<file path="src/pfc_fault_supervisor_consts.svh">
/*
  Constants for the fault supervisor: register offsets, field positions,
  reset values and timing counts.
  Assumes a 125 MHz system clock and a 32-bit APB register bus.
*/
// Notes on behaviour
// - Power good high only in regulated operation
// - Power good low during supply lockout
// - Thermal, undervoltage, line or pin faults drop power good
// - Latch-off input forces shutdown and power good low
// - Start-up latch set on entry, blocks power good
// - Start-up latch clears when error amp stops charging
// - Too little timing pin current turns off
// - Line low enables hold clamp
// - First line low starts blanking, no fault meanwhile
// - Line low during detection window declares fault
// - Line high through whole window means no fault
// - Window end resets line latch and timers
// - Line fault stops drive, grounds control, drops good
// - Line fault resets timers, drops clamp, enables sink
// - Start in line fault, sink after lockout ends
// - Sink stays on until line input recovers
// - Thermal hysteresis between upper and lower limits
// - Reset selects the upper thermal threshold
// - Major faults turn off, recovery is automatic
// - Timing pin fault blanked before latching
// - Timing pin latch cleared during supply lockout
`ifndef PFC_FAULT_SUPERVISOR_CONSTS_SVH
`define PFC_FAULT_SUPERVISOR_CONSTS_SVH

// Clock and timing
`define CLK_MHZ 125
`define TICK_US 1000
`define TICK_CYCLES (`TICK_US * `CLK_MHZ)
`define BLANK_MS 500
`define WINDOW_MS 50
`define BLANK_TICKS (`BLANK_MS * 1000 / `TICK_US)
`define WINDOW_TICKS (`WINDOW_MS * 1000 / `TICK_US)
`define PIN_BLANK_US 30
`define PIN_BLANK_CYCLES (`PIN_BLANK_US * `CLK_MHZ)

// Register map, byte addresses
`define ADDR_CTRL 12'h000
`define ADDR_STATUS 12'h004

// Control fields
`define CTRL_RUN_BIT 0
`define CTRL_PIN_CLR_BIT 1
`define CTRL_RESET 2'h1

`endif

</file>
<file path="src/pfc_fault_supervisor_pkg.sv">
/*
  Types for the fault supervisor: bus request carrier, status word,
  brown-out states.
  Assumes the constants header is compiled alongside.
*/
`default_nettype none

package pfc_fault_supervisor_pkg;

  // APB request from the master
  typedef struct packed {
    logic [11:0] paddr;
    logic psel;
    logic penable;
    logic pwrite;
    logic [31:0] pwdata;
  } apb_req_t;

  // Live state shown in the status register
  typedef struct packed {
    logic startup_phase;
    logic line_low_latch;
    logic timing_pin_open;
    logic thermal_shutdown;
    logic line_fault_flag;
    logic supply_lockout;
    logic power_good;
  } status_t;

  // Brown-out qualifier states
  typedef enum logic [1:0] {
    BO_FAULT,
    BO_IDLE,
    BO_BLANK,
    BO_WINDOW
  } bo_state_t;

endpackage : pfc_fault_supervisor_pkg

`default_nettype wire

</file>
<file path="src/pfc_fault_supervisor.sv">
/*
  Fault supervisor and power-good logic for an interleaved power-factor
  stage, with an APB slave for control and status.
  Assumes every comparator result arrives already synchronous to i_clk
  and that the analog side acts on the enables this block drives.
*/
// Our own choices: the APB register port and the register addresses.
`timescale 1ns/1ps
`default_nettype none
`include "pfc_fault_supervisor_consts.svh"

module pfc_fault_supervisor #(
  parameter int TICK_CYCLES = `TICK_CYCLES,
  parameter int BLANK_TICKS = `BLANK_TICKS,
  parameter int WINDOW_TICKS = `WINDOW_TICKS,
  parameter int PIN_BLANK_CYCLES = `PIN_BLANK_CYCLES
) (
  // Clock and reset
  input wire logic i_clk,
  input wire logic i_rst,
  // Supply and thermal comparators
  input wire logic i_vcc_below_off,
  input wire logic i_vcc_above_on,
  input wire logic i_therm_above_upper,
  input wire logic i_therm_below_lower,
  // Other fault comparators
  input wire logic i_output_undervoltage,
  input wire logic i_latchoff_detect,
  input wire logic i_feedforward_low,
  input wire logic i_line_low_comparator,
  input wire logic i_erramp_charging,
  // Register bus
  input wire pfc_fault_supervisor_pkg::apb_req_t i_apb,
  output logic [31:0] o_prdata,
  output logic o_pready,
  output logic o_pslverr,
  // Supervisor outputs
  output logic o_power_good_out,
  output logic o_gate_enable,
  output logic o_control_ground,
  output logic o_hold_clamp_switch,
  output logic o_hysteresis_current,
  output logic o_shutdown,
  output logic o_line_fault_flag,
  output logic o_startup_phase,
  output logic o_thermal_upper_sel
);
  import pfc_fault_supervisor_pkg::*;

  localparam int TW = $clog2(TICK_CYCLES + 1);
  localparam int BW = $clog2(BLANK_TICKS + WINDOW_TICKS + 1);
  localparam int PW = $clog2(PIN_BLANK_CYCLES + 1);
  localparam logic [TW-1:0] TICK_LAST = TW'(TICK_CYCLES - 1);
  localparam logic [BW-1:0] BLANK_LAST = BW'(BLANK_TICKS - 1);
  localparam logic [BW-1:0] WIN_LAST = BW'(WINDOW_TICKS - 1);
  localparam logic [PW-1:0] PIN_LAST = PW'(PIN_BLANK_CYCLES - 1);

  // Internal state
  logic lockout_q;       // Supply lockout latch
  logic thermal_q;       // Thermal shutdown state
  logic timing_open_q;   // Open timing pin latch
  logic startup_q;       // Start-up latch
  logic charging_q;      // Error amp charging, last cycle
  logic line_latch_q;    // Line-low latch
  logic tick_q;          // Slow tick pulse
  logic [TW-1:0] tick_cnt_q;
  logic [BW-1:0] bo_cnt_q;
  logic [PW-1:0] pin_cnt_q;
  bo_state_t bo_state_q;
  logic [1:0] ctrl_q;    // Run enable, pin latch clear pulse
  logic line_fault;
  logic major_fault;
  logic blank_end;
  logic win_end;
  logic bus_setup;
  logic bus_write;
  status_t status;

  // Line fault is the brown-out state itself
  assign line_fault = (bo_state_q == BO_FAULT);

  // Any condition that turns the stage off
  assign major_fault = lockout_q | thermal_q | timing_open_q |
                       i_output_undervoltage | i_latchoff_detect |
                       line_fault | ~ctrl_q[`CTRL_RUN_BIT];

  // Timer terminal conditions, only on a tick
  assign blank_end = (bo_state_q == BO_BLANK) && tick_q &&
                     (bo_cnt_q == BLANK_LAST);
  assign win_end = (bo_state_q == BO_WINDOW) && tick_q &&
                   (bo_cnt_q == WIN_LAST);

  // Bus phases
  assign bus_setup = i_apb.psel && !i_apb.penable;
  assign bus_write = i_apb.psel && i_apb.penable && o_pready &&
                     i_apb.pwrite;

  // Status word for readback
  assign status = '{
    startup_phase: startup_q,
    line_low_latch: line_latch_q,
    timing_pin_open: timing_open_q,
    thermal_shutdown: thermal_q,
    line_fault_flag: line_fault,
    supply_lockout: lockout_q,
    power_good: o_power_good_out
  };

  // Supply lockout hysteresis; reset counts as lockout
  always_ff @(posedge i_clk)
  begin
    if (i_rst)
      lockout_q <= 1'b1;
    else if (i_vcc_below_off)
      lockout_q <= 1'b1;         // Below off threshold
    else if (i_vcc_above_on)
      lockout_q <= 1'b0;         // Above on threshold
  end

  // Thermal hysteresis; reset picks the upper limit
  always_ff @(posedge i_clk)
  begin
    if (i_rst)
      thermal_q <= 1'b0;
    else if (i_therm_above_upper)
      thermal_q <= 1'b1;
    else if (i_therm_below_lower)
      thermal_q <= 1'b0;
  end

  // Open timing pin: blanked, then latched until lockout or the software clear pulse
  always_ff @(posedge i_clk)
  begin
    if (i_rst)
    begin
      pin_cnt_q <= '0;
      timing_open_q <= 1'b0;
    end
    else
    begin
      // Short parasitic dips restart the count
      if (!i_feedforward_low)
        pin_cnt_q <= '0;
      else if (pin_cnt_q != PIN_LAST)
        pin_cnt_q <= pin_cnt_q + 1'b1;
      // Setting wins over a software clear in the same cycle
      if (i_feedforward_low && pin_cnt_q == PIN_LAST)
        timing_open_q <= 1'b1;
      else if (lockout_q || ctrl_q[`CTRL_PIN_CLR_BIT])
        timing_open_q <= 1'b0;
    end
  end

  // Start-up latch; set while off, clear on end of charging
  always_ff @(posedge i_clk)
  begin
    if (i_rst)
    begin
      startup_q <= 1'b1;
      charging_q <= 1'b0;
    end
    else
    begin
      charging_q <= i_erramp_charging;
      if (major_fault)
        startup_q <= 1'b1;
      else if (charging_q && !i_erramp_charging)
        startup_q <= 1'b0;
    end
  end

  // Slow tick divider shared by both line timers
  always_ff @(posedge i_clk)
  begin
    if (i_rst)
    begin
      tick_cnt_q <= '0;
      tick_q <= 1'b0;
    end
    else
    begin
      // Free running; a timer may start mid-tick, so up to one tick early
      tick_q <= (tick_cnt_q == TICK_LAST);
      if (tick_cnt_q == TICK_LAST)
        tick_cnt_q <= '0;
      else
        tick_cnt_q <= tick_cnt_q + 1'b1;
    end
  end

  // Brown-out qualifier: blanking, then detection window
  always_ff @(posedge i_clk)
  begin
    if (i_rst)
    begin
      bo_state_q <= BO_FAULT;
      bo_cnt_q <= '0;
      line_latch_q <= 1'b0;
    end
    else
    begin
      unique case (bo_state_q)
        BO_FAULT:
        begin
          // Timers held in reset while in fault
          bo_cnt_q <= '0;
          line_latch_q <= 1'b0;
          if (!lockout_q && !i_line_low_comparator)
            bo_state_q <= BO_IDLE;
        end
        BO_IDLE:
        begin
          bo_cnt_q <= '0;
          if (i_line_low_comparator)
          begin
            line_latch_q <= 1'b1;
            bo_state_q <= BO_BLANK;
          end
        end
        BO_BLANK:
        begin
          // No fault may be declared before blanking ends
          if (blank_end)
          begin
            bo_cnt_q <= '0;
            if (i_line_low_comparator)
              bo_state_q <= BO_FAULT;
            else
              bo_state_q <= BO_WINDOW;
          end
          else if (tick_q)
            bo_cnt_q <= bo_cnt_q + 1'b1;
        end
        BO_WINDOW:
        begin
          if (i_line_low_comparator)
            bo_state_q <= BO_FAULT;
          else if (win_end)
          begin
            bo_state_q <= BO_IDLE;
            bo_cnt_q <= '0;
            line_latch_q <= 1'b0;
          end
          else if (tick_q)
            bo_cnt_q <= bo_cnt_q + 1'b1;
        end
      endcase
    end
  end

  // Registered supervisor outputs
  always_ff @(posedge i_clk)
  begin
    if (i_rst)
    begin
      o_power_good_out <= 1'b0;
      o_gate_enable <= 1'b0;
      o_control_ground <= 1'b1;
      o_hold_clamp_switch <= 1'b0;
      o_hysteresis_current <= 1'b0;
      o_shutdown <= 1'b0;
      o_line_fault_flag <= 1'b1;
      o_startup_phase <= 1'b1;
      o_thermal_upper_sel <= 1'b1;
    end
    else
    begin
      o_power_good_out <= !major_fault && !startup_q;
      o_gate_enable <= !major_fault;
      o_control_ground <= line_fault;
      // Clamp only outside fault, while the line is low
      o_hold_clamp_switch <= i_line_low_comparator &&
                             !line_fault;
      // Sink only once supply is up, until the line recovers
      o_hysteresis_current <= line_fault && !lockout_q;
      o_shutdown <= i_latchoff_detect;
      o_line_fault_flag <= line_fault;
      o_startup_phase <= startup_q;
      o_thermal_upper_sel <= !thermal_q;
    end
  end

  // Control register; clear bit is a self-clearing pulse
  always_ff @(posedge i_clk)
  begin
    if (i_rst)
      ctrl_q <= `CTRL_RESET;
    else if (bus_write && i_apb.paddr == `ADDR_CTRL)
      ctrl_q <= i_apb.pwdata[1:0];
    else
      ctrl_q[`CTRL_PIN_CLR_BIT] <= 1'b0;
  end

  // APB slave: answer prepared in setup, shown in access
  always_ff @(posedge i_clk)
  begin
    if (i_rst)
    begin
      o_pready <= 1'b0;
      o_prdata <= 32'h0;
      o_pslverr <= 1'b0;
    end
    else if (bus_setup)
    begin
      o_pready <= 1'b1;
      unique case (i_apb.paddr)
        `ADDR_CTRL:
        begin
          o_prdata <= {31'h0, ctrl_q[`CTRL_RUN_BIT]};
          o_pslverr <= 1'b0;
        end
        `ADDR_STATUS:
        begin
          // Writes here are ignored without error
          o_prdata <= {25'h0, status};
          o_pslverr <= 1'b0;
        end
        default:
        begin
          // Unmapped: zero data and an error
          o_prdata <= 32'h0;
          o_pslverr <= 1'b1;
        end
      endcase
    end
    else
    begin
      o_pready <= 1'b0;
      o_prdata <= 32'h0;
      o_pslverr <= 1'b0;
    end
  end
endmodule : pfc_fault_supervisor

`default_nettype wire

</file>
<file path="config.mk">
export PLATFORM = sky130hd
export DESIGN_NAME = pfc_fault_supervisor
export DESIGN_NICKNAME = d
export VERILOG_FILES = /design/src/pfc_fault_supervisor_pkg.sv /design/src/pfc_fault_supervisor.sv
export VERILOG_INCLUDE_DIRS = /design/src
export SDC_FILE = /design/constraint.sdc
export NUM_CORES = 1
export LEC_CHECK = 0
export BUFFER_PORTS_ARGS = -buffer_cell sky130_fd_sc_hd__buf_4
export CAP_MARGIN = 20
export CORE_MARGIN = 2
export CORE_UTILIZATION = 45
export DETAILED_ROUTE_END_ITERATION = 8
export GPL_ROUTABILITY_DRIVEN = 0
export PLACE_DENSITY = 0.82
export SYNTH_ARGS = -nofsm -noshare
export SYNTH_HDL_FRONTEND = slang
export SYNTH_SLANG_ARGS = --single-unit
export TNS_END_PERCENT = 30
</file>
<file path="constraint.sdc">
create_clock -name i_clk -period 3.3 [get_ports i_clk]
set_input_delay 0.165 -clock i_clk [delete_from_list [all_inputs] [get_ports i_clk]]
set_output_delay 0.165 -clock i_clk [all_outputs]
set_load 0.01 [all_outputs]
</file>
* Word-level counts from Yosys, hierarchy flattened
Cells that the tools add are included.
** Storage, ports and cells
- Bits in registers :: 92
- Input port bits :: 58
** Cells by class
- Add/sub/neg operators :: 3
- Eq/ne operators :: 15
- Multiplexer cells :: 23
- Bitwise logic cells :: 10
- Reductions and logical operators :: 39
** Operators with widths (count)
- $mux W10 :: 4
- $pmux W10 S3 :: 1
- $add A17 B1 Y17 const B :: 1
- $eq A17 B17 Y1 const B :: 1
- $reduce_or A2 Y1 :: 8
- $logic_and A1 B1 Y1 :: 15
- $pmux W7 S2 :: 1
- $add A12 B1 Y12 const B :: 1
- $eq A12 B12 Y1 const B :: 1
- $eq A12 B3 Y1 const B :: 1
- $logic_not A12 Y1 :: 1
- $mux W2 :: 6
- $ne A12 B12 Y1 const B :: 1
- $add A10 B1 Y10 const B :: 1
- $eq A10 B6 Y1 const B :: 1
- $eq A10 B9 Y1 const B :: 1
- $mux W1 :: 9
- $logic_not A1 Y1 :: 8
- $ne A2 B2 Y1 const B :: 4
- $pmux W2 S4 :: 1
- $reduce_and A4 Y1 :: 2
- $or A1 B1 Y1 :: 6
- $eq A2 B2 Y1 const B :: 2
- $not A1 Y1 :: 4
- other kinds (8) :: 9

* Logic depth before layout (Yosys ltp)
- Depth in word-level cells :: 8
- Gate-level depth with buffers :: 7
- Depth with buffers taken out :: 6

* Least setup slack after synthesis
OpenSTA, ideal clock, no wires.
- Kind :: flip-flop to flip-flop
- Start point :: reg tick_cnt_q[0]
- End point :: reg tick_cnt_q[12]
- Arrival time :: 1725 ps
- Required time :: 3234 ps
- Slack :: 1509 ps
- Stages on the path, launching flop included :: 7
- Path through :: dfxtp_1 > ha_1 > nand2_1 > or3_1 > buf_2 > or4_4 > a21oi_2
** On the way
- Longest elaborated chain between the ends :: 2
- Elaborated cells on any way between the ends :: 3
** RTL lines
- start, declared :: line pfc_fault_supervisor.sv:66 : logic [TW-1:0] tick_cnt_q;
- start signal, assigned :: line pfc_fault_supervisor.sv:187 : tick_cnt_q <= tick_cnt_q + 1'b1;
- branches (longest 2 deep; another with $add A17 B1 Y17)
Several ways; the timed one is not identified.
A chain may end at the register's enable or synchronous reset.

* Final worst setup path
- Start point :: reg bo_cnt_q[0]
- End point :: reg bo_cnt_q[1]
** On the way
- Longest elaborated chain between the ends :: 5
- Elaborated cells on any way between the ends :: 10
** RTL lines
- start, declared :: line pfc_fault_supervisor.sv:67 : logic [BW-1:0] bo_cnt_q;
- start signal, assigned :: line pfc_fault_supervisor.sv:232 : bo_cnt_q <= bo_cnt_q + 1'b1;
- start signal, assigned :: line pfc_fault_supervisor.sv:245 : bo_cnt_q <= bo_cnt_q + 1'b1;
- $add A10 B1 Y10 or $eq A10 B6 Y1 (tied branches) :: line pfc_fault_supervisor.sv:232, pfc_fault_supervisor.sv:245, pfc_fault_supervisor.sv:91
- $mux W10 or $logic_and A1 B1 Y1 (tied branches) :: line pfc_fault_supervisor.sv:231, pfc_fault_supervisor.sv:244, pfc_fault_supervisor.sv:90
- $mux W10 :: line pfc_fault_supervisor.sv:238 : else if (win_end)
- $mux W10 :: line pfc_fault_supervisor.sv:236 : if (i_line_low_comparator)
- $pmux W10 S3 (*) :: line pfc_fault_supervisor.sv:202 : unique case (bo_state_q)
Mark *: on every way between the ends. The rest lies on a longest branch, timed or not. The select of a mux whose other input is x is not followed.

==> run_results.csv <==
group,metric,value,unit
detailed_routing,viasPerCell,5.36,
clock_network,cts_made_buffers,9,
floorplan,fp.dieW,87.0,um
critical_path,cpMaxStageDelayCell,"nor4b_1",
timing,tightestPinTransition,0.783,ns
critical_path,critical-path-max-stage-delay,0.65,ns
power_and_ir_drop,power.density,495,nW/um^2
timing,setup_viol,0,
timing,period_minus_slack,2.15,ns
clock_network,clkLatencyLatePin,0.34,ns
critical_path,cp-start-kind,"flop",
critical_path,crit_buf_inv,0,
timing,setup_tns,0,ns
timing,hold_violations,0,
synth,netlist_area,3100,sq um
timing,fin_skew,0.00558,ns
clock_network,ctsResizeCount,0,
synth,ys_warn_count,0,
power_and_ir_drop,vdd_drop_max,183,uV
cells_and_area,fillCellCount,600,
critical_path,reg2reg_depth,5,
synth,ys_seq_area_frac,0.433,
cells_and_area,final_util,0.547,
floorplan,fp-row-count,30,
detailed_routing,drc_errors,0,
cells_and_area,ff_latch_area,1340,sq um
critical_path,path_max_fanout,6,
worst_hold_path,hold_path.class,"input port to flop",
power_and_ir_drop,p_total,1.82,mW
worst_hold_path,hold_depth,3,
global_route,antenna_found_initial,0,
synth,ys_types,51,
floorplan,fp.dieArea,7570,sq um
place,dp_hpwl,4.25,mm
clock_network,cts.sinks,67,
clock_network,cts_tree,"yes",
critical_path,end_kind,"flop",
global_route,grt_pass1_vias,2390,
worst_hold_path,min_from,"i_vcc_below_off",
power_and_ir_drop,total_leakage_power,1.42,nW
critical_path,reg2reg_from,"bo_cnt_q[0]",
synth,syn_inst,355,
global_route,grt_pass1_wl,10.4,mm
floorplan,floorplan.initialDensity,0.461,
floorplan,ios,101,
floorplan,core,6720,sq um
global_route,gr-total-overflow,0,
critical_path,r2r-end,"bo_cnt_q[1]",
critical_path,critPathArrivalTime,2.35,ns
place,postPlaceCellArea,3390,sq um
critical_path,crit_required,3.50,ns
critical_path,path_class,"flop to flop",
timing,fin_crit_sh,0.652,
global_route,grt_max_degree,19,
detailed_routing,wire_per_inst,12.8,um
detailed_routing,drt_iter0_markers,124,
critical_path,crit_family,"simple AND/OR/NAND/NOR gates",
timing,drv_slew,0,
critical_path,endpoint,"bo_cnt_q[1]",
clock_network,clk_path_buf_depth,2,
detailed_routing,routed_wl,6.21,mm
place,io_buffers,45,
clock_network,h-tree-depth,3,
status,status,"finished clean",
synth,synthFlopType,"dfxtp_1",
detailed_routing,drt_pass1_iterations,4,
floorplan,dieHeight,87.0,um
synth,yosys_register_bits,67,
synth,synth_edf_count,0,
clock_network,cts.reportedPaths.clkPinSlew,0.07,ns
cells_and_area,fin_nets,463,
global_route,grt_usage,0.171,
timing,slew_headroom,0.471,
cells_and_area,multi_input_area,1560,sq um
critical_path,crit_chain,"ha_1 > nor4b_1 > nand3_1 > a21boi_1 > a2111oi_0",
synth,synthArstFlopShare,0,
clock_network,clock-root-buffer,"clkbuf_8",
critical_path,worst-path-stages,5,
detailed_routing,drtAntennaViolNets,0,
critical_path,crit_start,"bo_cnt_q[0]",
synth,syn_avg_cell_area,8.73,sq um
critical_path,r2r_slack,1.15,ns
detailed_routing,num_vias,2599,
timing,fmax,465,MHz
cells_and_area,syn_to_final_growth,18.5,%
timing,grt_setup_unrepaired,"no",
cells_and_area,diodes,0,
cells_and_area,design_area,3670,sq um
flow_run,drv_cap,0,
cells_and_area,drive_gt1_frac,0.168,
## state kept, by name (all words and copies together) (netlist names), 2 cells and up
signal	count
o_prdata	7
pin_cnt_q	12
bo_cnt_q	10
bo_state_q	2
tick_cnt_q	17
ctrl_q	2
## Yosys cell counts (all sizes together) (2+ instances only)
| library cell | n | share of area |
|---|---|---|
| buf | 29 | 0.068 |
| nor2 | 34 | 0.041 |
| o31a | 2 | 0.0057 |
| and3 | 10 | 0.020 |
| o22ai | 3 | 0.0061 |
| o211ai | 4 | 0.0097 |
| nand2 | 27 | 0.033 |
| dfxtp | 67 | 0.43 |
| or3 | 4 | 0.0081 |
| or4 | 7 | 0.018 |
| nor4b | 3 | 0.010 |
| inv | 14 | 0.017 |
| nand3b | 3 | 0.0073 |
| a31oi | 4 | 0.0081 |
| nor3 | 12 | 0.019 |
| a41o | 2 | 0.0065 |
| nor4 | 10 | 0.020 |
| nor2b | 4 | 0.0081 |
| nor3b | 3 | 0.0073 |
| a311oi | 2 | 0.0057 |
| xnor2 | 12 | 0.034 |
| nand4 | 8 | 0.016 |
| or2 | 3 | 0.0061 |
| nand2b | 2 | 0.0040 |
| a21oi | 10 | 0.017 |
| o21ai | 7 | 0.011 |
| and2 | 10 | 0.020 |
| ha | 5 | 0.020 |
| clkbuf | 7 | 0.0085 |
| xor2 | 12 | 0.034 |
| nand3 | 18 | 0.031 |
| o31ai | 4 | 0.0097 |
## cell usage in the layout, fill, tap and decap left out, types with 5 or more instances in the layout
| cell type | n |
|---|---|
| or4_1 | 6 |
| buf_4 | 45 |
| dfxtp_1 | 67 |
| nand2_1 | 27 |
| xor2_1 | 12 |
| o21ai_0 | 7 |
| nand3_1 | 17 |
| inv_1 | 14 |
| and2_1 | 10 |
| a21oi_1 | 9 |
| ha_1 | 5 |
| and3_1 | 10 |
| conb_1 | 25 |
| nor4_1 | 10 |
| nand4_1 | 8 |
| clkbuf_8 | 10 |
| nor2_1 | 34 |
| xnor2_1 | 12 |
| nor3_1 | 12 |
## worst min-delay path: cells and delay by family
family | cells | cell delay, ns
AND/OR/NAND/NOR | 1 | 0.03
AO/OA/AOI/OAI | 1 | 0.05
buffers and inverters | 1 | 0.08
## area by class of cell
| cell class | count | share of cell area |
|---|---|---|
| flip-flops and latches | 67 | 0.365 |
| inverters | 14 | 0.0143 |
| repair buffers | 46 | 0.0947 |
| clock inverters | 6 | 0.0371 |
| multi-input cells | 262 | 0.424 |
| well taps | 80 | 0.0272 |
| clock buffers | 10 | 0.0375 |
## how the worst min path moves through the flow
stage,to,slack (ns)
after floorplan,lockout_q,0.27
after global placement,lockout_q,0.35
after detailed placement,lockout_q,0.36
after CTS,lockout_q,0.01
after global routing,charging_q,0.03
final,lockout_q,0.02
## power by group
| group | internal [mW] | switching (mW) | leakage, nW |
|---|---|---|---|
| Sequential | 0.818 | 0.00895 | 0.542 |
| Combinational | 0.0364 | 0.0428 | 0.745 |
| Clock | 0.600 | 0.313 | 0.133 |
## per-layer routing
layer  part of all wire  track usage
met1               0.42        0.191
met2               0.52        0.297
met3              0.058       0.0635
met4             0.0074       0.0611
met5                  0            0
## kinds of logic (layout without fill, tap and decap cells)
family,count (synthesis),in the layout,share of synthesized area
other,1,25,0.00121
XOR/XNOR,24,24,0.0678
flip-flops,67,67,0.433
AO/OA/AOI/OAI,45,45,0.0985
adder cells (fa/ha/maj),5,5,0.0202
multiplexers,1,1,0.00323
buffers and inverters,50,76,0.0936
AND/OR/NAND/NOR,162,162,0.283
## metrics by stage
stage,hold slack (ns),worst slack [ns],cells
floorplan,0.265,1.51,379
global placement,0.354,1.25,468
detailed placement,0.363,1.18,468
CTS,0.0115,1.17,485
global route,0.0332,0.987,485
finish,0.0230,1.15,485
## what timing repair did
action,4_1_cts,5_1_grt
endpoints found under the hold margin,1,0
setup endpoints to repair,0,0
setup buffers,0,0
hold buffers,1,0
Note: power is estimated with default switching activity, not from simulation.
